## src/hbridge_params.svh

```systemverilog
// Timing, reset and field constants for the H-bridge control block
// Overview of operation
// [RL1] Bridge switches follow either the drive pins or SPI bits, chosen by configuration
// [RL2] Enable pin is active high, disable pin active high; both must enable
// [RL3] Disable pin is an input after reset; flag mode bit makes it open-drain flag
// [RL4] Configuration writes and reads work whatever the disable pin is doing
// [RL5] Open drive and disable pins read high, open enable reads low, giving Hi-Z
// [RL6] Enabled and fault free, each output follows its drive input
// [RL7] In input mode a high disable pin forces both outputs Hi-Z
// [RL8] Both channel enable bits reset to one; drive needs both set
// [RL9] Flag released in normal drive and limiting, low on disable, undervoltage, faults
// [RL10] Peak current level comes from a configuration field; thresholds track it
// [RL11] Limit held for blanking time: low side off, high side on, peak flag latched
// [RL12] Peak limiting never pulls the status flag low
// [RL13] Low side shutdown past filter delay within blanking: short to supply lockout
// [RL14] High side shutdown past filter delay: short to ground lockout
// [RL15] Low side limit with opposite high side shutdown together: shorted load lockout
// [RL16] Overtemperature latches transistors off, flag and overtemperature bit
// [RL17] Lockout leaves on enable rise with disable low, or disable fall with enable high
// [RL18] In flag mode flag falls with enable falling and releases with enable rising
// [RL19] Outputs drive only with enable high, disable low and both channel bits set
// [RL20] Pins and comparator inputs are synchronised before use
// [RL21] Lockout is sticky, overrides drive decoding and holds outputs Hi-Z
`ifndef HBRIDGE_PARAMS_SVH
`define HBRIDGE_PARAMS_SVH

`define HB_CLK_MHZ       125
`define HB_BLANK_NS      3000
`define HB_FILTER_NS     1000
`define HB_RECIRC_NS     20000
`define HB_BLANK_CYC     ((`HB_BLANK_NS * `HB_CLK_MHZ + 999) / 1000)
`define HB_FILTER_CYC    ((`HB_FILTER_NS * `HB_CLK_MHZ + 999) / 1000)
`define HB_RECIRC_CYC    ((`HB_RECIRC_NS * `HB_CLK_MHZ) / 1000)
`define HB_LIMIT_W       2
`define HB_LIMIT_RST     2'h0
`define HB_CHAN_EN_RST   2'h3
`define HB_FLAG_MODE_RST 1'b0
`define HB_SPI_SEL_RST   1'b0
`define HB_PIN_RST       4'hB
`define HB_CMP_RST       8'h00

`endif

```

## src/hbridge_pkg.sv

```systemverilog
// Types shared by the H-bridge control block
package hbridge_pkg;
  typedef enum logic [2:0] {
    ST_STANDBY = 3'h1,
    ST_ACTIVE  = 3'h2,
    ST_LOCKOUT = 3'h4
  } bridge_state_e;
endpackage

```

## src/pin_sync.sv

```systemverilog
// Three-stage input synchroniser with agreement filter
`timescale 1ns/1ps
module pin_sync #(
  parameter int           W   = 1,
  parameter logic [W-1:0] RST = '0
) (
  input  wire logic         clk,
  input  wire logic         rst_n,
  input  wire logic [W-1:0] asyncIn,
  output logic      [W-1:0] stable
);
  logic [W-1:0] stage1_ff;
  logic [W-1:0] stage2_ff;
  logic [W-1:0] stage3_ff;
  logic [W-1:0] stable_ff;
  logic [W-1:0] nxt_stable;

  // A change is taken only once stages two and three agree
  for (genvar i = 0; i < W; i++) begin : g_bit
    assign nxt_stable[i] = (stage2_ff[i] == stage3_ff[i]) ? stage3_ff[i] : stable_ff[i]; // [RL20]
  end

  always_ff @(posedge clk) begin
    if (!rst_n) begin
      stage1_ff <= RST;
      stage2_ff <= RST;
      stage3_ff <= RST;
      stable_ff <= RST;
    end else begin
      stage1_ff <= asyncIn;
      stage2_ff <= stage1_ff;
      stage3_ff <= stage2_ff;
      stable_ff <= nxt_stable;
    end
  end

  assign stable = stable_ff;
endmodule // pin_sync

```

## src/fault_filter.sv

```systemverilog
// Saturating duration filter: flags a level held for N cycles
`timescale 1ns/1ps
module fault_filter #(
  parameter int N = 4
) (
  input  wire logic clk,
  input  wire logic rst_n,
  input  wire logic level,
  output logic      expired
);
  localparam int CW = $clog2(N + 1);

  logic [CW-1:0] count_ff;
  logic [CW-1:0] nxt_count;

  assign expired   = (count_ff >= CW'(N));
  assign nxt_count = !level ? '0 : (expired ? count_ff : count_ff + 1'b1);

  always_ff @(posedge clk) begin
    if (!rst_n) begin
      count_ff <= '0;
    end else begin
      count_ff <= nxt_count;
    end
  end
endmodule // fault_filter

```

## src/hbridge_control_and_fault_lockout.sv

```systemverilog
// H-bridge drive decoding, current limiting and fault lockout
`timescale 1ns/1ps
`include "hbridge_params.svh"
module hbridge_control_and_fault_lockout #(
  parameter int BLANK_CYC  = `HB_BLANK_CYC,
  parameter int FILTER_CYC = `HB_FILTER_CYC,
  parameter int RECIRC_CYC = `HB_RECIRC_CYC,
  parameter int LIMIT_W    = `HB_LIMIT_W
) (
  input  wire logic               clk,
  input  wire logic               rst_n,
  input  wire logic               bridgeDriveInputA,
  input  wire logic               bridgeDriveInputB,
  input  wire logic               enablePin,
  input  wire logic               disFlagIn,
  output logic                    disFlagOut,
  output logic                    disFlagOe,
  input  wire logic               cfgWrite,
  input  wire logic               cfgDriveBySpi,
  input  wire logic               cfgSpiDriveA,
  input  wire logic               cfgSpiDriveB,
  input  wire logic               cfgFlagMode,
  input  wire logic               cfgChannelEnableA,
  input  wire logic               cfgChannelEnableB,
  input  wire logic [LIMIT_W-1:0] cfgLimitSelect,
  input  wire logic               diagClear,
  input  wire logic [1:0]         lsOverLimit,
  input  wire logic [1:0]         lsOverShutdown,
  input  wire logic [1:0]         hsOverShutdown,
  input  wire logic               overTempShutdown,
  input  wire logic               supplyUndervoltage,
  output logic      [1:0]         highSideOn,
  output logic      [1:0]         lowSideOn,
  output logic                    driveBySpi,
  output logic                    flagModeSelect,
  output logic      [1:0]         channelEnableBits,
  output logic      [LIMIT_W-1:0] currentLimitSelect,
  output logic      [1:0]         peakLimitSeen,
  output logic      [1:0]         shortToSupplySeen,
  output logic      [1:0]         shortToGroundSeen,
  output logic                    overloadSeen,
  output logic                    overtempSeen,
  output logic                    lockoutActive
);
  localparam int RW = $clog2(RECIRC_CYC + 1);

  // ==========================================================
  // Input synchronisation
  // ==========================================================
  logic [3:0] pinStable;
  logic [7:0] cmpStable;

  // Reset levels match the pin pulls: drive and disable high, enable low
  pin_sync #(.W(4), .RST(`HB_PIN_RST)) u_pinSync ( // [RL5] [RL20]
    .clk     (clk),
    .rst_n   (rst_n),
    .asyncIn ({disFlagIn, enablePin, bridgeDriveInputB, bridgeDriveInputA}),
    .stable  (pinStable)
  );

  pin_sync #(.W(8), .RST(`HB_CMP_RST)) u_cmpSync ( // [RL20]
    .clk     (clk),
    .rst_n   (rst_n),
    .asyncIn ({supplyUndervoltage, overTempShutdown, hsOverShutdown, lsOverShutdown, lsOverLimit}),
    .stable  (cmpStable)
  );

  wire [1:0] limitHit = cmpStable[1:0];
  wire [1:0] lsSdHit  = cmpStable[3:2];
  wire [1:0] hsSdHit  = cmpStable[5:4];
  wire       tempHit  = cmpStable[6];
  wire       uvHit    = cmpStable[7];

  // ==========================================================
  // Configuration
  // ==========================================================
  logic               spiSel_ff;
  logic [1:0]         spiDrive_ff;
  logic               flagMode_ff;
  logic [1:0]         chanEn_ff;
  logic [LIMIT_W-1:0] limitSel_ff;

  // Writes are taken regardless of the disable pin
  always_ff @(posedge clk) begin
    if (!rst_n) begin
      spiSel_ff   <= `HB_SPI_SEL_RST;
      spiDrive_ff <= 2'h0;
      flagMode_ff <= `HB_FLAG_MODE_RST; // [RL3]
      chanEn_ff   <= `HB_CHAN_EN_RST; // [RL8]
      limitSel_ff <= `HB_LIMIT_RST;
    end else if (cfgWrite) begin // [RL4]
      spiSel_ff   <= cfgDriveBySpi;
      spiDrive_ff <= {cfgSpiDriveB, cfgSpiDriveA};
      flagMode_ff <= cfgFlagMode; // [RL3]
      chanEn_ff   <= {cfgChannelEnableB, cfgChannelEnableA};
      limitSel_ff <= cfgLimitSelect;
    end
  end

  assign driveBySpi         = spiSel_ff;
  assign flagModeSelect     = flagMode_ff;
  assign channelEnableBits  = chanEn_ff;
  assign currentLimitSelect = limitSel_ff; // [RL10]

  // ==========================================================
  // Enable decoding and re-enable edges
  // ==========================================================
  logic enPrev_ff;
  logic disPrev_ff;

  always_ff @(posedge clk) begin
    if (!rst_n) begin
      enPrev_ff  <= 1'b0;
      disPrev_ff <= 1'b1;
    end else begin
      enPrev_ff  <= pinStable[2];
      disPrev_ff <= pinStable[3];
    end
  end

  // In flag mode the pin is our own output and is not a disable
  wire enLvl      = pinStable[2];
  wire disLvl     = !flagMode_ff & pinStable[3]; // [RL3] [RL7]
  wire enRise     = enLvl & !enPrev_ff;
  wire disFall    = !flagMode_ff & !pinStable[3] & disPrev_ff;
  wire reEnable   = (enRise & !disLvl) | (disFall & enLvl); // [RL17]
  wire enableOk   = enLvl & !disLvl & (&chanEn_ff); // [RL2] [RL19] [RL8]
  wire [1:0] cmd  = spiSel_ff ? spiDrive_ff : pinStable[1:0]; // [RL1]

  // ==========================================================
  // Per-side protection
  // ==========================================================
  logic [1:0] hs_ff;
  logic [1:0] ls_ff;
  logic [1:0] peakExp;
  logic [1:0] lsSdExp;
  logic [1:0] hsSdExp;
  logic [1:0] peakHit;
  logic [1:0] shortSupply;
  logic [1:0] shortGround;
  logic [1:0] overload;
  logic [1:0] recircBusy;

  for (genvar i = 0; i < 2; i++) begin : g_side
    logic [RW-1:0] recirc_ff;
    logic [RW-1:0] nxt_recirc;

    fault_filter #(.N(BLANK_CYC)) u_peak (
      .clk     (clk),
      .rst_n   (rst_n),
      .level   (limitHit[i] & ls_ff[i]),
      .expired (peakExp[i])
    );

    fault_filter #(.N(FILTER_CYC)) u_lsSd (
      .clk     (clk),
      .rst_n   (rst_n),
      .level   (lsSdHit[i]),
      .expired (lsSdExp[i])
    );

    fault_filter #(.N(FILTER_CYC)) u_hsSd (
      .clk     (clk),
      .rst_n   (rst_n),
      .level   (hsSdHit[i]),
      .expired (hsSdExp[i])
    );

    assign peakHit[i]     = peakExp[i] & ls_ff[i]; // [RL11]
    assign shortSupply[i] = lsSdExp[i] & !peakExp[i]; // [RL13]
    assign shortGround[i] = hsSdExp[i]; // [RL14]
    assign overload[i]    = limitHit[i] & hsSdHit[1-i]; // [RL15]
    assign recircBusy[i]  = (recirc_ff != '0);
    assign nxt_recirc     = peakHit[i] ? RW'(RECIRC_CYC) :
                            recircBusy[i] ? recirc_ff - 1'b1 : '0; // [RL11]

    always_ff @(posedge clk) begin
      if (!rst_n) begin
        recirc_ff <= '0;
      end else begin
        recirc_ff <= nxt_recirc;
      end
    end
  end

  wire anyFault = (|shortSupply) | (|shortGround) | (|overload) | tempHit;

  // ==========================================================
  // Bridge state
  // ==========================================================
  hbridge_pkg::bridge_state_e state_ff;
  hbridge_pkg::bridge_state_e nxt_state;

  always_comb begin
    nxt_state = state_ff;
    case (state_ff)
      hbridge_pkg::ST_STANDBY: begin
        if (anyFault) begin
          nxt_state = hbridge_pkg::ST_LOCKOUT;
        end else if (enableOk & !uvHit) begin
          nxt_state = hbridge_pkg::ST_ACTIVE;
        end
      end
      hbridge_pkg::ST_ACTIVE: begin
        if (anyFault) begin
          nxt_state = hbridge_pkg::ST_LOCKOUT; // [RL13] [RL14] [RL15] [RL16]
        end else if (!enableOk | uvHit) begin
          nxt_state = hbridge_pkg::ST_STANDBY; // [RL19]
        end
      end
      hbridge_pkg::ST_LOCKOUT: begin
        if (reEnable & !anyFault) begin
          nxt_state = hbridge_pkg::ST_STANDBY; // [RL17] [RL21]
        end
      end
      default: begin
        nxt_state = hbridge_pkg::ST_LOCKOUT;
      end
    endcase
  end

  always_ff @(posedge clk) begin
    if (!rst_n) begin
      state_ff <= hbridge_pkg::ST_STANDBY;
    end else begin
      state_ff <= nxt_state;
    end
  end

  // ==========================================================
  // Output stage drive
  // ==========================================================
  // Lockout, standby and any live fault or undervoltage all give Hi-Z
  wire driveOn = (state_ff == hbridge_pkg::ST_ACTIVE) & enableOk & !uvHit & !anyFault; // [RL21] [RL7]

  // High level: high side on; low level: low side on; recirculation swaps
  wire [1:0] nxt_hs = {2{driveOn}} & (cmd | recircBusy | peakHit); // [RL6] [RL11]
  wire [1:0] nxt_ls = {2{driveOn}} & ~cmd & ~recircBusy & ~peakHit; // [RL6] [RL11]

  always_ff @(posedge clk) begin
    if (!rst_n) begin
      hs_ff <= 2'h0;
      ls_ff <= 2'h0;
    end else begin
      hs_ff <= nxt_hs;
      ls_ff <= nxt_ls;
    end
  end

  assign highSideOn    = hs_ff;
  assign lowSideOn     = ls_ff;
  assign lockoutActive = (state_ff == hbridge_pkg::ST_LOCKOUT);

  // ==========================================================
  // Status flag pin
  // ==========================================================
  logic flagLow_ff;

  // Peak limiting is deliberately absent from the flag terms
  wire nxt_flagLow = flagMode_ff & (!enLvl | uvHit | anyFault | lockoutActive); // [RL9] [RL12] [RL18]

  always_ff @(posedge clk) begin
    if (!rst_n) begin
      flagLow_ff <= 1'b0;
    end else begin
      flagLow_ff <= nxt_flagLow;
    end
  end

  assign disFlagOut = 1'b0;
  assign disFlagOe  = flagLow_ff;

  // ==========================================================
  // Diagnostic latches
  // ==========================================================
  logic [1:0] peakSeen_ff;
  logic [1:0] stsSeen_ff;
  logic [1:0] stgSeen_ff;
  logic       ovlSeen_ff;
  logic       tempSeen_ff;

  // Set wins over a clear in the same cycle
  wire [1:0] clr2 = {2{diagClear}};

  always_ff @(posedge clk) begin
    if (!rst_n) begin
      peakSeen_ff <= 2'h0;
      stsSeen_ff  <= 2'h0;
      stgSeen_ff  <= 2'h0;
      ovlSeen_ff  <= 1'b0;
      tempSeen_ff <= 1'b0;
    end else begin
      peakSeen_ff <= (peakSeen_ff & ~clr2) | peakHit; // [RL11]
      stsSeen_ff  <= (stsSeen_ff & ~clr2) | shortSupply; // [RL13]
      stgSeen_ff  <= (stgSeen_ff & ~clr2) | shortGround; // [RL14]
      ovlSeen_ff  <= (ovlSeen_ff & !diagClear) | (|overload); // [RL15]
      tempSeen_ff <= (tempSeen_ff & !diagClear) | tempHit; // [RL16]
    end
  end

  assign peakLimitSeen     = peakSeen_ff;
  assign shortToSupplySeen = stsSeen_ff;
  assign shortToGroundSeen = stgSeen_ff;
  assign overloadSeen      = ovlSeen_ff;
  assign overtempSeen      = tempSeen_ff;
endmodule // hbridge_control_and_fault_lockout

```

## config.mk

```make
export PLATFORM = sky130hd
export DESIGN_NAME = hbridge_control_and_fault_lockout
export DESIGN_NICKNAME = d
export VERILOG_FILES = /design/src/hbridge_pkg.sv /design/src/pin_sync.sv /design/src/fault_filter.sv /design/src/hbridge_control_and_fault_lockout.sv
export VERILOG_INCLUDE_DIRS = /design/src /design/src/src
export SDC_FILE = /design/constraint.sdc
export NUM_CORES = 1
export LEC_CHECK = 0
export BUFFER_PORTS_ARGS = -buffer_cell sky130_fd_sc_hd__buf_2
export CAP_MARGIN = 20
export CORE_ASPECT_RATIO = 0.9
export CORE_UTILIZATION = 59
export DETAILED_ROUTE_END_ITERATION = 6
export PLACE_DENSITY = 0.79
export SKIP_LAST_GASP = 1
export SYNTH_ARGS = -nofsm -noshare
export SYNTH_HDL_FRONTEND = slang
export SYNTH_SLANG_ARGS = --single-unit
```

## constraint.sdc

```tcl
create_clock -name clk -period 2.35 [get_ports clk]
set_clock_uncertainty 0.15 [all_clocks]
set_input_delay 0.235 -clock clk [delete_from_list [all_inputs] [get_ports clk]]
set_output_delay 0.235 -clock clk [all_outputs]
set_load 0.01 [all_outputs]
```

==> summary.txt, run 1 <==
worst min-delay path class: in -> reg
Clk pwr share: 0.406
Leakage Power: 2.78 nW
Power per Cell Area: 915 nW/um^2
gpl congestion: 0.815
overall routed net length: 11.9 mm
Synth async-reset ratio: 0
P&R area growth vs syn: 21.1%
Worst-path clk slew: 0.06 ns
Detail Placement HPWL: 7.47 mm
CTS Buf Count: 17
register area share after synthesis: 0.504
DRT Pass-1 Iters: 4
fmax: 481 MHz
RSZ-0062 raised after global routing: no
1st-iter DRT viols: 182
dominant cell type by area after synthesis: dfxtp_1
pre-CTS WS: 0.297 ns
Final Cycle Share: 0.885
Net Sw Frac: 0.267
Distinct cells, synth: 67
initial core utilization: 0.619
WP buf/inv: 4
dpl cells: 740
Max VDD drop: 0.611 mV
Worst Setup End Kind: flip-flop
postcts setup bufs: 0
Clk Tree Root Cell: clkbuf_8
GRT Max-Usage Layer: met2
DRC: 0
num rows: 33
vias in the first global route: 4,304
I/O pin count: 45
Worst-Skew Late Latency: 0.52 ns
worst-path cell chain: dlygate4sd3_1 -> buf_2 -> mux2i_1 -> dlygate4sd3_1 -> nand2_1 -> dlygate4sd3_1
first-pass GRT wire length: 20.1 mm
MaxCap Viol Count: 0
cell with the most instances after synthesis: dfxtp_1
Max Slew Vio Count: 0
layout cells sized above 1: 0.146
outcome: completed
initial antenna violation count: 0
data arrival time of the worst path: 2.34 ns
total power: 6.35 mW
Via Count: 4,526
Sink Count: 144
multi-input logic area: 2700 sq um
Post-Route Setup TNS: 0 ns
Die Ht: 95.4 microns
H-tree levels: 4
Tot GR Track Use: 0.258
Net Sw Power: 1.69 mW
cell mode on critical path: dlygate4sd3_1
GRT overflow: 0
Port Buffers: 43
Finished Layout Cells: 802
Seq. cell area: 2880 sq um
cell family contributing the most delay on the critical path: buffers and inverters
post-synthesis cell count: 589
Tmin final: 2.08 ns
Post-Syn Area: 5720 sq um
Final setup viols: 0
Seq cells post-synth: 144
layout net count: 703
Antenna Nets Post-Route: 0
top cells by count, synth: dfxtp_1, nor2_1, a21oi_1
largest net degree at the start of global routing: 65
drt via density: 5.64
TritonCTS clock tree: built
critical path type: in -> reg
Seq pwr share: 0.438
Yosys top cell area share: 0.504
Core Region: 9250 sq um
CP Data Required Time: 2.61 ns
Final Hold Fails: 0
Post-synth EDFFs: 0
Post-Syn Area per Cell: 9.72 sq um
post-cts sizing count: 0
Top FF cell, synth: dfxtp_1
top cells by area, synth: dfxtp_1, nor2_1, and2_1, xor2_1, a21oi_1
Ant. Diodes: 0
CTS Hold Bufs: 30
internal power: 4.65 mW
Mapped Nets: 625
slowest CP cell: dlygate4sd3_1
Worst path max stage delay: 0.62 ns
worst-case clock buffer depth: 2
CP Launch Type: input port
Final Worst Setup Slack: 0.269 ns
Routed WL per cell: 14.9 microns
met2 usage: 0.458
Fill cells: 612
die area: 10,100 sq um
met1 Use GR: 0.302
GRT met3 Usage: 0.0588
Crit Path Max Fanout: 1
Die X-Extent: 106 microns
combinational fraction of design power: 0.156
Yosys Warn Count: 0
==> path summary, 6_finish.rpt <==
path                       endpoint  slack, ns              startpoint  depth (start not counted)
max            channelEnableBits[1]       0.27       cfgChannelEnableB                          6
min                  spiDrive_ff[1]       0.03                cfgWrite                          3
max reg2reg    channelEnableBits[1]       0.27    channelEnableBits[1]                          4
min reg2reg  u_pinSync.stage2_ff[3]       0.26  u_pinSync.stage1_ff[3]                          1
==> worst register-to-register path: cells and delay by family (launching register included) <==
| kind | cells | cell delay, ns |
|---|---|---|
| mux | 1 | 0.21 |
| flops | 1 | 0.36 |
| buf+inv | 2 | 1.18 |
| simple gates | 1 | 0.07 |
==> stage by stage <==
stage | utilization | hold WS [ns] | cell area (sq um)
4_1_cts | 0.750 | 0.000857 | 6930
6_report | 0.750 | 0.0286 | 6930
3_3_place_gp | 0.654 | 0.239 | 6050
2_1_floorplan | - | 0.186 | 5720
5_1_grt | 0.750 | 0.0686 | 6930
3_5_place_dp | 0.654 | 0.251 | 6050
==> final cells by class <==
cell class | instances | share of cell area
multi-input cells | 410 | 0.390
flip-flops and latches | 144 | 0.416
clock buffers | 20 | 0.0642
clock inverters | 12 | 0.0193
inverters | 19 | 0.0103
repair buffers | 75 | 0.0783
well taps | 122 | 0.0220
==> layer usage <==
layer  wire (microns)  share of wire  vias up
li1                 -              -     2241
met1             5140           0.43     2141
met2             6020           0.50      127
met3              579          0.049       17
met4              175          0.015        0
met5                0              0        -
==> registers in the layout, indices dropped and copies added (netlist names), 3 cells and up <==
signal                  cells
g_side.u_lsSd.count_ff     14
u_pinSync.stage2_ff         4
u_cmpSync.stable            8
u_pinSync.stage3_ff         4
u_cmpSync.stage1_ff         8
g_side.u_hsSd.count_ff     14
u_cmpSync.stage2_ff         8
g_side.recirc_ff           24
g_side.u_peak.count_ff     18
u_cmpSync.stage3_ff         8
state_ff                    3
u_pinSync.stage1_ff         4
u_pinSync.stable            4
==> cell usage in the layout (no fill, tap or decap), types with 11 or more instances in the layout <==
cell / n
nand2b_1: 12
nor3_1: 13
nand3_1: 23
clkbuf_16: 16
and3_1: 11
dlygate4sd3_1: 30
nand2_1: 33
nor2_1: 67
buf_2: 43
and2_1: 29
inv_1: 19
dfxtp_1: 144
o21ai_0: 22
xnor2_1: 19
xor2_1: 20
ha_1: 12
mux2i_1: 11
a21oi_1: 34
==> logic make-up after synthesis <==
| kind of cell | after synthesis | share of synthesized area |
|---|---|---|
| other | 1 | 0.000655 |
| muxes | 12 | 0.0212 |
| xor gates and xnor gates | 39 | 0.0597 |
| DFF | 144 | 0.504 |
| and+or+nand+nor | 229 | 0.219 |
| AOI/OAI and AO/OA | 117 | 0.146 |
| adders and majority gates | 12 | 0.0262 |
| buffers and inverters | 35 | 0.0240 |
==> power by group through the flow <==
stage	Combinational [mW]	Clock (mW)	Sequential, mW
floorplan	0.764	0	2.80
global placement	0.890	0	2.82
detailed placement	0.930	0	2.82
CTS	0.986	2.63	2.78
global route	1.12	2.74	2.80
finish	0.988	2.58	2.78
No activity file was read; power rests on OpenSTA's default activity.
==> inputs of run 2 (changes only) <==
--- a/config.mk
+++ b/config.mk
@@ -6,12 +6,14 @@
 export SDC_FILE = /design/constraint.sdc
 export NUM_CORES = 1
 export LEC_CHECK = 0
-export BUFFER_PORTS_ARGS = -buffer_cell sky130_fd_sc_hd__buf_2
 export CAP_MARGIN = 20
+export CELL_PAD_IN_SITES_DETAIL_PLACEMENT = 1
+export CELL_PAD_IN_SITES_GLOBAL_PLACEMENT = 2
 export CORE_ASPECT_RATIO = 0.9
-export CORE_UTILIZATION = 59
+export CORE_UTILIZATION = 40
 export DETAILED_ROUTE_END_ITERATION = 6
-export PLACE_DENSITY = 0.79
+export DONT_BUFFER_PORTS = 1
+export PLACE_DENSITY_LB_ADDON = 0.1
 export SKIP_LAST_GASP = 1
 export SYNTH_ARGS = -nofsm -noshare
 export SYNTH_HDL_FRONTEND = slang
==> run 2 against run 1 <==
Effect of this change: critical endpoint is now disFlagOe; routed wire length is 9.9% higher; clock-buffer cell count is 2 higher; critical path depth stayed put; final area is 0.47% lower; largest cell class unchanged; final cell count is 4.1% higher; maximum frequency is 1.5% lower.
==> summary.txt, run 2 (synthesis results as in run 1) <==
outcome: completed
Tot GR Track Use: 0.197
RSZ-0062 raised after global routing: no
overall routed net length: 13.1 mm
Final setup viols: 0
Max VDD drop: 0.512 mV
gpl congestion: 0.761
DRC: 0
Worst-path clk slew: 0.06 ns
1st-iter DRT viols: 177
Final Cycle Share: 0.899
initial antenna violation count: 0
Finished Layout Cells: 835
P&R area growth vs syn: 20.5%
Biggest register: g_side.recirc_ff
Detail Placement HPWL: 8.69 mm
fmax: 474 MHz
Post-Route Setup TNS: 0 ns
drt via density: 5.20
Via Count: 4,345
Fill cells: 1,557
Max Slew Vio Count: 0
Cell Area, Placed: 5930 sq um
largest net degree at the start of global routing: 62
Sink Count: 144
vias in the first global route: 4,556
Worst Setup End Kind: flip-flop
TritonCTS clock tree: built
Routed WL per cell: 15.7 microns
MaxCap Viol Count: 0
Power per Cell Area: 956 nW/um^2
I/O pin count: 45
measured slew at the worst slew-check pin: 0.542 ns
H-tree levels: 4
DRT Pass-1 Iters: 5
Top Registers: g_side.recirc_ff x24, g_side.u_peak.count_ff x18
CP Data Required Time: 2.52 ns
data arrival time of the worst path: 2.28 ns
most frequent cells in the layout: dfxtp_1, nor2_1, a21oi_1
worst min-delay path class: in -> reg
CP Launch Type: flip-flop
CTS Buf Count: 17
postcts setup bufs: 0
Leakage Power: 2.63 nW
Crit Path Max Fanout: 9
critical path type: reg -> reg
Port Buffers: 0
Tmin final: 2.11 ns
Slew headroom: 0.635
layout net count: 665
GRT overflow: 0
layout cells sized above 1: 0.0888
Final Instance Area: 6900 sq um
worst-case clock buffer depth: 2
Final Hold Fails: 0
Ant. Diodes: 0
num rows: 41
Die Ht: 115 microns
post-cts sizing count: 0
initial core utilization: 0.409
commonest non-fill, non-tap cell in the layout: dfxtp_1
Antenna Nets Post-Route: 0
Clk Tree Root Cell: clkbuf_16
Largest register FFs: 24
die area: 14,800 sq um
Worst-Skew Late Latency: 0.43 ns
Die X-Extent: 128 microns
Core Region: 14,000 sq um
first-pass GRT wire length: 22.1 mm
dpl cells: 770
[run 2: per-stage QoR]
stage	util	total power, mW	hold WS [ns]	worst slack [ns]
after floorplan	-	3.56	0.186	0.440
after global placement	0.423	3.70	0.164	0.318
after detailed placement	0.423	3.74	0.165	0.233
after CTS	0.493	6.68	0.0109	0.230
after global routing	0.493	6.92	0.0371	0.138
final	0.493	6.59	0.0130	0.238
[run 2: worst paths after layout]
| kind | startpoint | end | slack [ns] | depth (start not counted) |
|---|---|---|---|---|
| max | g_side[1].u_lsSd.count_ff[1] | disFlagOe | 0.24 | 6 |
| min | diagClear | shortToGroundSeen[1] | 0.01 | 3 |
| max reg2reg | g_side[1].u_lsSd.count_ff[1] | disFlagOe | 0.24 | 6 |
| min reg2reg | u_pinSync.stage1_ff[3] | u_pinSync.stage2_ff[3] | 0.26 | 1 |
[run 2: metal layers]
layer | up-vias | wire length [microns] | GRT usage
met2 | 58 | 6300 | 0.338
met4 | 0 | 274 | 0.0988
met1 | 2101 | 5860 | 0.221
met5 | - | 0 | 0
li1 | 2163 | - | -
met3 | 23 | 657 | 0.0642
[run 2: where the power goes]
group / total, mW / switching (mW) / internal [mW]
Clock: 2.84 / 1.01 / 1.83
Combinational: 0.966 / 0.512 / 0.455
Sequential: 2.79 / 0.173 / 2.62
[run 2: timing repair]
action                                 in CTS  in global routing
endpoints found under the hold margin      89                  0
setup endpoints to repair                   0                  0
hold buffers                               33                  0
[run 2: worst max-delay path: stages (launching register included)]
cell and delay (ns):
dfxtp_1 0.45, inv_1 0.08, ha_1 0.20, o311a_4 0.33
nand4_4 0.17, o2111ai_4 0.22, o311a_1 0.40
[run 2: final cells by class]
cell class / count / area (sq um) / share of cell area
inverter: 19 / 71.3 / 0.0103
sequential: 144 / 2880 / 0.418
clock buffer: 22 / 464 / 0.0673
clock inverter: 10 / 159 / 0.0230
timing repair buffer: 37 / 378 / 0.0548
multi-input combinational: 410 / 2700 / 0.392
tap: 193 / 241 / 0.0350
